### config.mk
export PLATFORM = sky130hd
export DESIGN_NAME = msk_modem_core
export DESIGN_NICKNAME = d
export VERILOG_FILES = /design/src/rtl/msk_pkg.sv /design/src/rtl/msk_tx_if.sv /design/src/rtl/msk_tick_gen.sv /design/src/rtl/msk_tx_wave.sv /design/src/rtl/msk_modem_core.sv
export SDC_FILE = /design/constraint.sdc
export NUM_CORES = 1
export LEC_CHECK = 0
export BUFFER_PORTS_ARGS = -buffer_cell sky130_fd_sc_hd__buf_4
export CAP_MARGIN = 20
export CORE_MARGIN = 3
export CORE_UTILIZATION = 43
export CTS_BUF_LIST = sky130_fd_sc_hd__clkbuf_8
export CTS_CLUSTER_DIAMETER = 150
export CTS_CLUSTER_SIZE = 28
export DETAILED_ROUTE_END_ITERATION = 10
export PLACE_DENSITY = 0.63
export SYNTH_ARGS = -nofsm -noshare
export SYNTH_HDL_FRONTEND = slang
export SYNTH_SLANG_ARGS = --single-unit
export TNS_END_PERCENT = 10
### constraint.sdc
create_clock -name clk -period 3.8 [get_ports clk]
set_clock_uncertainty 0.1 [all_clocks]
set_input_delay 0.76 -clock clk [delete_from_list [all_inputs] [get_ports clk]]
set_output_delay 0.76 -clock clk [all_outputs]
set_load 0.01 [all_outputs]
### src/rtl/msk_pkg.sv
// constants and types shared by the manchester modem core
package msk_pkg;
	localparam int CLK_HZ = 50_000_000;
	localparam int BAUD_BASE = 1200;
	localparam int SAMPLES_PER_BIT = 8;
	localparam int TX_HALF_STEPS = 124;
	localparam int LOCK_BITS = 3;
	localparam int BYTE_BITS = 8;
	localparam int RAMP_STEPS = 20;
	localparam int SAMPLE_DIV1 = CLK_HZ / (SAMPLES_PER_BIT * BAUD_BASE);
	localparam int SAMPLE_DIV2 = CLK_HZ / (SAMPLES_PER_BIT * BAUD_BASE * 2);
	localparam int SAMPLE_DIV3 = CLK_HZ / (SAMPLES_PER_BIT * BAUD_BASE * 3);
	localparam int SAMPLE_DIV4 = CLK_HZ / (SAMPLES_PER_BIT * BAUD_BASE * 4);
	localparam int STEP_DIV1 = CLK_HZ / (2 * TX_HALF_STEPS * BAUD_BASE);
	localparam int STEP_DIV2 = CLK_HZ / (2 * TX_HALF_STEPS * BAUD_BASE * 2);
	localparam int STEP_DIV3 = CLK_HZ / (2 * TX_HALF_STEPS * BAUD_BASE * 3);
	localparam int STEP_DIV4 = CLK_HZ / (2 * TX_HALF_STEPS * BAUD_BASE * 4);
	localparam logic [7:0] ADDR_DATA = 8'hd1;
	localparam logic [7:0] ADDR_STATUS = 8'hd2;
	localparam logic [7:0] ADDR_CONTROL = 8'hd3;
	localparam int ST_RX_EVENT = 0;
	localparam int ST_TX_EVENT = 1;
	localparam int ST_LOCK = 2;
	localparam int ST_PRE = 3;
	localparam int ST_ERR = 4;
	localparam int ST_FULL = 5;
	localparam int CT_RX_EN = 0;
	localparam int CT_TX_EN = 1;
	localparam int CT_BAUD = 2;
	localparam int CT_NIBBLE = 4;
	localparam logic [7:0] CONTROL_RST = 8'h00;
	localparam logic [7:0] DATA_RST = 8'h00;
	localparam logic [2:0] DAC_OFF = 3'h7;
	localparam logic [2:0] DAC_IDLE = 3'h4;
	localparam logic [2:0] DAC_LOW = 3'h1;
	localparam logic [2:0] DAC_HIGH = 3'h6;
	localparam logic [11:0] PRE_FIXED = 12'haaa;
	typedef enum logic [1:0] {RX_HUNT, RX_COUNT, RX_LOCKED, RX_DATA} msk_rx_state_t;
endpackage

### src/rtl/msk_tx_if.sv
// transmit hand-off between register front end and waveform generator
`timescale 1ns/1ps
interface msk_tx_if;
	logic step_tick;
	logic enable;
	logic load;
	logic [7:0] data;
	logic taken;
	logic busy;
	logic [2:0] dac_code;
	modport core (output enable, load, data, input step_tick, taken, busy, dac_code);
	modport tx (input step_tick, enable, load, data, output taken, busy, dac_code);
endinterface

### src/rtl/msk_tick_gen.sv
// baud-selected tick divider, used for sample and waveform step rates
`timescale 1ns/1ps
module msk_tick_gen #(
	parameter int DIV0 = 8,
	parameter int DIV1 = 4,
	parameter int DIV2 = 3,
	parameter int DIV3 = 2
) (
	input wire logic clk,
	input wire logic rst,
	input wire logic run,
	input wire logic [1:0] sel,
	output logic tick
);
	localparam logic [15:0] LIM0 = 16'(DIV0 - 1);
	localparam logic [15:0] LIM1 = 16'(DIV1 - 1);
	localparam logic [15:0] LIM2 = 16'(DIV2 - 1);
	localparam logic [15:0] LIM3 = 16'(DIV3 - 1);
	logic [15:0] cnt;
	logic [15:0] limit;
	logic wrap;
	assign limit = (sel == 2'h0) ? LIM0 : (sel == 2'h1) ? LIM1 : (sel == 2'h2) ? LIM2 : LIM3;
	// >= so a baud change mid-count cannot overrun
	assign wrap = cnt >= limit;
	always_ff @(posedge clk) begin
		if (rst || !run) begin
			cnt <= 16'h0000;
			tick <= 1'b0;
		end else begin
			cnt <= wrap ? 16'h0000 : cnt + 16'h0001;
			tick <= wrap;
		end
	end
endmodule

### src/rtl/msk_tx_wave.sv
// transmit holding buffer, manchester encoder and dac waveform generator
`timescale 1ns/1ps
module msk_tx_wave (
	input wire logic clk,
	input wire logic rst,
	msk_tx_if.tx txi
);
	localparam logic [6:0] HALF_LAST = 7'(msk_pkg::TX_HALF_STEPS - 1);
	localparam logic [6:0] RAMP = 7'(msk_pkg::RAMP_STEPS);
	localparam logic [6:0] RAMP_END = 7'(msk_pkg::TX_HALF_STEPS - msk_pkg::RAMP_STEPS);
	logic [7:0] hold;
	logic hold_valid;
	logic [7:0] shreg;
	logic [2:0] bit_idx;
	logic half;
	logic [6:0] step;
	logic prev_bit;
	logic cur;
	logic nxt;
	logic start;
	logic bit_end;
	logic reload;
	logic [2:0] lvl1;
	logic [2:0] lvl2;
	logic [2:0] wave;
	logic [2:0] next_dac;
	assign cur = shreg[7];
	assign reload = hold_valid && txi.enable;
	assign nxt = (bit_idx != 3'h7) ? shreg[6] : (reload ? hold[7] : shreg[7]);
	assign start = !txi.busy && reload;
	assign bit_end = txi.busy && txi.step_tick && (step == HALF_LAST) && half;
	assign lvl1 = cur ? msk_pkg::DAC_LOW : msk_pkg::DAC_HIGH;
	assign lvl2 = cur ? msk_pkg::DAC_HIGH : msk_pkg::DAC_LOW;
	assign wave = !half ? ((prev_bit == cur && step < RAMP) ? msk_pkg::DAC_IDLE : lvl1)
		: ((step < RAMP || (cur == nxt && step >= RAMP_END)) ? msk_pkg::DAC_IDLE : lvl2);
	assign next_dac = txi.busy ? wave : (txi.enable ? msk_pkg::DAC_IDLE : msk_pkg::DAC_OFF);
	always_ff @(posedge clk) begin
		if (rst) begin
			hold <= 8'h00;
			hold_valid <= 1'b0;
		end else begin
			hold <= txi.load ? txi.data : hold;
			hold_valid <= txi.load || (hold_valid && !(start || (bit_end && bit_idx == 3'h7)));
		end
	end
	always_ff @(posedge clk) begin
		if (rst) begin
			txi.busy <= 1'b0;
			shreg <= 8'h00;
			bit_idx <= 3'h0;
			half <= 1'b0;
			step <= 7'h00;
			prev_bit <= 1'b0;
			txi.taken <= 1'b0;
			txi.dac_code <= msk_pkg::DAC_OFF;
		end else begin
			txi.dac_code <= next_dac;
			txi.taken <= start || (bit_end && bit_idx == 3'h7 && reload);
			if (start) begin
				txi.busy <= 1'b1;
				shreg <= hold;
				bit_idx <= 3'h0;
				half <= 1'b0;
				step <= 7'h00;
				// idle before the first bit behaves like a repeated bit, so the first half opens at the idle code
				prev_bit <= hold[7];
			end else if (txi.busy && txi.step_tick) begin
				step <= (step == HALF_LAST) ? 7'h00 : step + 7'h01;
				half <= (step == HALF_LAST) ? !half : half;
				if (bit_end) begin
					prev_bit <= cur;
					bit_idx <= bit_idx + 3'h1;
					shreg <= (bit_idx == 3'h7) ? hold : {shreg[6:0], 1'b0};
					txi.busy <= (bit_idx != 3'h7) || reload;
				end
			end
		end
	end
endmodule

### src/rtl/msk_modem_core.sv
// manchester modem core: register port, receiver and transmit hook-up
// Contract
// - three valid manchester bits in a row set lock, then preamble search
// - preamble found flag sets when programmed pattern seen after lock
// - violation after lock before preamble: clear lock, set error, restart
// - after preamble shift bits; every eighth copies byte to buffer, sets full
// - shifting continues while software reads the previous byte
// - violation in data: set error, clear lock and preamble, resync
// - any of four flags setting also sets event flag and interrupt
// - full flag settings spaced eight bit periods apart in stream
// - one is low-to-high mid cell, zero is high-to-low
// - cell without mid-cell level change is an error
// - transmit bit is two halves of 124 steps at baud rate
// - first half from previous and current bit, second from current and next
// - transmitter off drives all ones, idle drives idle code
// - line sampled at eight times baud into eight-stage shift register
// - eight-sample group valid only with mid-cell change, counted toward lock
// - after lock bit timing corrected after each bit
// - baud select picks 1200, 2400, 3600 or 4800
// - last four preamble bits match programmed nibble, rest alternating
// - rx disable clears full, preamble, lock; event clear clears full, error
// - transmit bytes msb first, manchester coded
`timescale 1ns/1ps
module msk_modem_core #(
	parameter int SAMPLE_DIV0 = msk_pkg::SAMPLE_DIV1,
	parameter int SAMPLE_DIV1 = msk_pkg::SAMPLE_DIV2,
	parameter int SAMPLE_DIV2 = msk_pkg::SAMPLE_DIV3,
	parameter int SAMPLE_DIV3 = msk_pkg::SAMPLE_DIV4
) (
	input wire logic clk,
	input wire logic rst,
	input wire logic [7:0] addr,
	input wire logic [7:0] wdata,
	input wire logic wr,
	input wire logic rd,
	output logic [7:0] rdata,
	input wire logic line_in,
	output logic [2:0] dac_code_out,
	output logic modem_rx_interrupt,
	output logic modem_tx_interrupt
);
	localparam logic [1:0] LOCK_LAST = 2'(msk_pkg::LOCK_BITS - 1);
	localparam logic [2:0] BIT_LAST = 3'(msk_pkg::BYTE_BITS - 1);
	localparam logic [3:0] PH_LAST = 4'(msk_pkg::SAMPLES_PER_BIT - 1);
	msk_tx_if txi();
	msk_pkg::msk_rx_state_t state;
	msk_pkg::msk_rx_state_t next_state;
	logic [7:0] ctrl;
	logic [7:0] modem_data_buffer;
	logic receiver_lock_flag;
	logic preamble_found_flag;
	logic manchester_error_flag;
	logic rx_full_flag;
	logic rx_event_flag;
	logic tx_event_flag;
	logic rx_enable;
	logic tx_enable;
	logic [1:0] baud_select;
	logic [3:0] preamble_nibble;
	logic sync1;
	logic sync2;
	logic sync3;
	logic line_lvl;
	logic sample_tick;
	logic [7:0] samples;
	logic [3:0] ph;
	logic [3:0] ph_adj;
	logic [1:0] good_cnt;
	logic [2:0] bit_cnt;
	logic [15:0] pre_sr;
	logic [15:0] next_pre_sr;
	logic [7:0] rx_shift;
	logic [7:0] next_rx_shift;
	logic check;
	logic cell_one;
	logic cell_zero;
	logic cell_valid;
	logic early;
	logic late;
	logic pre_match;
	logic lock_set;
	logic pre_set;
	logic err_set;
	logic full_set;
	logic lock_clr;
	logic pre_clr;
	logic any_set;
	logic data_wr;
	logic st_wr;
	logic ct_wr;
	logic sw_clr;
	logic [7:0] status;
	logic [7:0] rd_mux;
	assign rx_enable = ctrl[msk_pkg::CT_RX_EN];
	assign tx_enable = ctrl[msk_pkg::CT_TX_EN];
	assign baud_select = ctrl[msk_pkg::CT_BAUD +: 2];
	assign preamble_nibble = ctrl[msk_pkg::CT_NIBBLE +: 4];
	assign data_wr = wr && addr == msk_pkg::ADDR_DATA;
	assign st_wr = wr && addr == msk_pkg::ADDR_STATUS;
	assign ct_wr = wr && addr == msk_pkg::ADDR_CONTROL;
	assign sw_clr = st_wr && !wdata[msk_pkg::ST_RX_EVENT];
	assign txi.enable = tx_enable;
	assign txi.load = data_wr;
	assign txi.data = wdata;
	assign dac_code_out = txi.dac_code;
	assign modem_rx_interrupt = rx_event_flag;
	assign modem_tx_interrupt = tx_event_flag;
	// sample rate is eight per bit
	msk_tick_gen #(
		.DIV0(SAMPLE_DIV0),
		.DIV1(SAMPLE_DIV1),
		.DIV2(SAMPLE_DIV2),
		.DIV3(SAMPLE_DIV3)
	) u_sample_tick (
		.clk(clk),
		.rst(rst),
		.run(rx_enable),
		.sel(baud_select),
		.tick(sample_tick)
	);
	msk_tick_gen #(
		.DIV0(msk_pkg::STEP_DIV1),
		.DIV1(msk_pkg::STEP_DIV2),
		.DIV2(msk_pkg::STEP_DIV3),
		.DIV3(msk_pkg::STEP_DIV4)
	) u_step_tick (
		.clk(clk),
		.rst(rst),
		.run(tx_enable || txi.busy),
		.sel(baud_select),
		.tick(txi.step_tick)
	);
	msk_tx_wave u_tx (
		.clk(clk),
		.rst(rst),
		.txi(txi)
	);
	// line input resynchronised, level taken once two stages agree
	always_ff @(posedge clk) begin
		if (rst) begin
			sync1 <= 1'b0;
			sync2 <= 1'b0;
			sync3 <= 1'b0;
			line_lvl <= 1'b0;
		end else begin
			sync1 <= line_in;
			sync2 <= sync1;
			sync3 <= sync2;
			line_lvl <= (sync2 == sync3) ? sync3 : line_lvl;
		end
	end
	always_ff @(posedge clk) begin
		if (rst || !rx_enable) begin
			samples <= 8'h00;
		end else if (sample_tick) begin
			samples <= {samples[6:0], line_lvl};
		end
	end
	assign cell_one = samples[7:5] == 3'h0 && samples[2:0] == 3'h7;
	assign cell_zero = samples[7:5] == 3'h7 && samples[2:0] == 3'h0;
	assign cell_valid = cell_one || cell_zero;
	assign late = samples[5] != samples[4];
	assign early = samples[3] != samples[2];
	// nudge the next cell by one sample
	assign ph_adj = late ? 4'h1 : (early ? 4'hf : 4'h0);
	assign check = sample_tick && ph == PH_LAST;
	assign next_pre_sr = {pre_sr[14:0], cell_one};
	assign next_rx_shift = {rx_shift[6:0], cell_one};
	assign pre_match = next_pre_sr == {msk_pkg::PRE_FIXED, preamble_nibble};
	always_comb begin
		next_state = state;
		lock_set = 1'b0;
		pre_set = 1'b0;
		err_set = 1'b0;
		full_set = 1'b0;
		lock_clr = 1'b0;
		pre_clr = 1'b0;
		unique case (state)
			msk_pkg::RX_HUNT: begin
				if (sample_tick && cell_valid) next_state = msk_pkg::RX_COUNT;
			end
			msk_pkg::RX_COUNT: begin
				if (check && !cell_valid) begin
					next_state = msk_pkg::RX_HUNT;
				end else if (check && good_cnt == LOCK_LAST) begin
					next_state = msk_pkg::RX_LOCKED;
					lock_set = 1'b1;
				end
			end
			msk_pkg::RX_LOCKED: begin
				if (check && !cell_valid) begin
					next_state = msk_pkg::RX_HUNT;
					err_set = 1'b1;
					lock_clr = 1'b1;
				end else if (check && pre_match) begin
					next_state = msk_pkg::RX_DATA;
					pre_set = 1'b1;
				end
			end
			msk_pkg::RX_DATA: begin
				if (check && !cell_valid) begin
					next_state = msk_pkg::RX_HUNT;
					err_set = 1'b1;
					lock_clr = 1'b1;
					pre_clr = 1'b1;
				end else if (check && bit_cnt == BIT_LAST) begin
					full_set = 1'b1;
				end
			end
		endcase
	end
	always_ff @(posedge clk) begin
		if (rst || !rx_enable) begin
			state <= msk_pkg::RX_HUNT;
			ph <= 4'h0;
			good_cnt <= 2'h0;
			bit_cnt <= 3'h0;
			pre_sr <= 16'h0000;
			rx_shift <= 8'h00;
		end else begin
			state <= next_state;
			if (sample_tick) ph <= (state == msk_pkg::RX_HUNT) ? 4'h0 : (check ? ph_adj : ph + 4'h1);
			if (state == msk_pkg::RX_HUNT) good_cnt <= 2'h1;
			else if (check && state == msk_pkg::RX_COUNT) good_cnt <= good_cnt + 2'h1;
			if (state == msk_pkg::RX_HUNT) pre_sr <= 16'h0000;
			else if (check && state == msk_pkg::RX_LOCKED) pre_sr <= next_pre_sr;
			// shifting goes on beside the buffer
			if (state != msk_pkg::RX_DATA) bit_cnt <= 3'h0;
			else if (check && cell_valid) bit_cnt <= bit_cnt + 3'h1;
			if (check && cell_valid && state == msk_pkg::RX_DATA) rx_shift <= next_rx_shift;
		end
	end
	assign any_set = lock_set || pre_set || err_set || full_set;
	assign status = {2'b00, rx_full_flag, manchester_error_flag, preamble_found_flag,
		receiver_lock_flag, tx_event_flag, rx_event_flag};
	assign rd_mux = (addr == msk_pkg::ADDR_DATA) ? modem_data_buffer
		: (addr == msk_pkg::ADDR_STATUS) ? status
		: (addr == msk_pkg::ADDR_CONTROL) ? ctrl : 8'h00;
	// hardware sets always beat a clear landing in the same cycle
	always_ff @(posedge clk) begin
		if (rst) begin
			ctrl <= msk_pkg::CONTROL_RST;
			modem_data_buffer <= msk_pkg::DATA_RST;
			receiver_lock_flag <= 1'b0;
			preamble_found_flag <= 1'b0;
			manchester_error_flag <= 1'b0;
			rx_full_flag <= 1'b0;
			rx_event_flag <= 1'b0;
			tx_event_flag <= 1'b0;
			rdata <= 8'h00;
		end else begin
			ctrl <= ct_wr ? wdata : ctrl;
			if (full_set) modem_data_buffer <= next_rx_shift;
			receiver_lock_flag <= lock_set || (receiver_lock_flag && !lock_clr && rx_enable);
			preamble_found_flag <= pre_set || (preamble_found_flag && !pre_clr && rx_enable);
			manchester_error_flag <= err_set || (manchester_error_flag && !sw_clr && rx_enable);
			rx_full_flag <= full_set || (rx_full_flag && !sw_clr && rx_enable);
			rx_event_flag <= any_set || (rx_event_flag && !sw_clr);
			tx_event_flag <= txi.taken || (data_wr ? 1'b0
				: (st_wr ? wdata[msk_pkg::ST_TX_EVENT] : tx_event_flag));
			rdata <= rd ? rd_mux : 8'h00;
		end
	end
	// helper: sample ticks between completed bytes
	logic [9:0] gap_cnt;
	logic gap_seen;
	always_ff @(posedge clk) begin
		if (rst || state != msk_pkg::RX_DATA) begin
			gap_cnt <= 10'h000;
			gap_seen <= 1'b0;
		end else if (full_set) begin
			gap_cnt <= 10'h000;
			gap_seen <= 1'b1;
		end else if (sample_tick) begin
			gap_cnt <= gap_cnt + 10'h001;
		end
	end
endmodule

==> flow_summary.toml <==
[outcome]
status = "finished clean"

[synth]
synth.avg_cell_area_um2 = 9.23
synth_cell_types = 64
ys_async_sr_fraction = 0
syn_inst = 692
ys_warn_count = 0
synth_edf_count = 0
synthFlopType = "dfxtp_1"
post-synth-top-count-cell = "dfxtp_1"
yosysTopAreaCellShare = 0.448
synth_top_cells_by_count = "dfxtp_1, nor2_1, nand2_1"
yosysSeqAreaShare = 0.448
post-synth-top-area-cell = "dfxtp_1"
ys_ff_latch = 143
yosys-top-cells-area = "dfxtp_1, mux2i_1, ha_1"
synth_area_mm2 = 0.00639

[cells_and_area]
area_growth_pct = 12.7
layout.nets = 777
final_area_mm2 = 0.00720
diodes = 0
stdcell_count = 914
drive_gt1_frac = 0.112
fillers = 1343

[pwr]
clockPowerShare = 0.444
switching_power_uw = 559
pwr-share-comb = 0.019
p_leak_uw = 0.00258
p_int_uw = 2250
swShare = 0.199
seqPwrFrac = 0.537
finalPower_uw = 2810
worst_ir_drop_vdd_v = 0.000233
power-per-cell-area_mw_per_mm2 = 390

[timing]
rsz0062_at_grt = "no"
finalCriticalPeriod_ns = 2.54
fin_crit_sh = 0.668
tightest_slew_ns = 1.08
fmax_ghz = 0.394
setup_ws_ns = 1.26
hold_violations = 0
drv_slew = 0
maxSlewHeadroom = 0.277
finalSetupTns_ns = 0
setup_viol = 0

[job]
maxCapViolations = 0

[floorplanning]
die_y_um = 128
core_region_area_mm2 = 0.0142
start_util = 0.450
dieArea_mm2 = 0.0164
fp-row-count = 43
io_pins = 34
die_x_um = 128

[clocking]
ctsHoldBuffers = 0
clock_path_buffers = 2
cts_buffers = 17
htree_levels = 4
path_clk_slew_ns = 0.07
postCtsSetupRepairBufs = 0
cts.sinks = 143
cts_resized = 0
clk_latency_ns = 0.44
cts-root-buf = "clkbuf_8"
cts_tree = "built"

[place]
dpl-instance-area_mm2 = 0.00678
port_buffers = 33
dpl.hpwl_um = 9230
dp.cells = 884
pre_cts_ws_ns = 1.29
gp_congestion = 0.823

[worst_setup_path]
arrival_ns = 2.78
worstPathMaxFanout = 15
crit_type = "reg2reg"
crit_required_ns = 4.04
critPathLaunchType = "register"
cp-end-kind = "register"

[global_route]
antenna_found_initial = 0
grt_first_pass_wirelength_um = 22400
grt_max_degree = 56
grt_pass1_vias = 4834
grt.overflow.total = 0
grt_use_total = 0.168

[routing]
viasPerCell = 5.42
num_vias = 4955
first_iter_violations = 257
dr.pass1.iters = 5
drc = 0
wl_per_cell_um = 14.1
drt-total-wl_um = 12900
postRouteAntennaNets = 0

[min_path]
worst_hold_path_type = "reg2reg"
layout by cell type (no fill, tap or decap), drive strengths merged, types with 4 or more instances in the layout:
cell type  count
inv           19
buf           39
a21oi         47
nor2          91
xor2          19
nor3          11
nor2b          8
a22oi          4
nand2b        10
dfxtp        143
and3           8
o21ai         17
a211oi        11
conb           9
nand2         52
and2           4
clkbuf        22
or4            4
nor4          23
xnor2         15
a31oi          6
nand4         10
mux2i         50
nand3         31
ha            33
worst paths after layout:
path / start / end / slack, ns / depth (start not counted)
worst min register to register: sync1$_SDFF_PP0_ / sync2$_SDFF_PP0_ / 0.36 / 1
worst min-delay path: sync1$_SDFF_PP0_ / sync2$_SDFF_PP0_ / 0.36 / 1
worst max-delay path: ctrl[2]$_SDFFE_PP0P_ / u_sample_tick.cnt[6]$_SDFF_PP0_ / 1.26 / 8
worst max register to register: ctrl[2]$_SDFFE_PP0P_ / u_sample_tick.cnt[6]$_SDFF_PP0_ / 1.26 / 8
area by class of cell:
cell class / count / area, µm² / share of cell area
Clock buffer: 22 / 303 / 0.0421
Clock inverter: 8 / 114 / 0.0158
Inverter: 16 / 60.1 / 0.00834
Multi-Input combinational cell: 506 / 3340 / 0.464
Sequential cell: 143 / 2860 / 0.398
Tap cell: 180 / 225 / 0.0313
Timing Repair Buffer: 39 / 293 / 0.0407
through the flow:
step	util	hold slack (ns)
6_report	0.507	0.356
2_1_floorplan	-	0.314
3_5_place_dp	0.477	0.345
3_3_place_gp	0.477	0.329
5_1_grt	0.507	0.369
4_1_cts	0.507	0.358
state kept, by name (all words and copies together) (netlist names), 2 cells and up:
name               cells
u_sample_tick.cnt     16
u_step_tick.cnt       16
pre_sr                15
ctrl                   8
modem_data_buffer      8
rdata                  8
samples                8
u_tx.hold              8
u_tx.shreg             8
rx_shift               7
u_tx.step              7
ph                     4
bit_cnt                3
u_tx.bit_idx           3
u_tx.txi.dac_code      3
good_cnt               2
state                  2
power groups by stage:
| stage | clock network, µW | registers (µW) | logic (µW) |
|---|---|---|---|
| floorplan | 0 | 1540 | 29.3 |
| global placement | 0 | 1540 | 52.8 |
| detailed placement | 0 | 1540 | 52.6 |
| CTS | 1290 | 1510 | 52.8 |
| global route | 1350 | 1510 | 59.8 |
| finish | 1250 | 1510 | 53.3 |
metal layers:
metal,global-route usage,part of all wire,vias to the layer above
li1,-,-,2510
met1,0.218,0.48,2331
met2,0.268,0.46,95
met3,0.0425,0.046,19
met4,0.0668,0.019,0
met5,0,0,-
kinds of logic after synthesis:
logic type | count (synthesis) | synth area share
AO/OA/AOI/OAI | 108 | 0.109
XOR/XNOR | 34 | 0.0466
adder cells (fa/ha/maj) | 33 | 0.0646
buffers and inverters | 51 | 0.0335
flip-flops | 143 | 0.448
multiplexers | 50 | 0.0784
other | 1 | 0.000587
AND/OR/NAND/NOR | 272 | 0.219
worst max-delay path, stage by stage, from the launching register on:
cell	delay (ns)
dfxtp_1	0.47
ha_1	0.27
inv_1	0.13
ha_1	0.32
a2111o_1	0.42
a31oi_1	0.19
a2111oi_2	0.05
buf_4	0.20
nor4_1	0.28
Power figures use the tool's default switching activity.
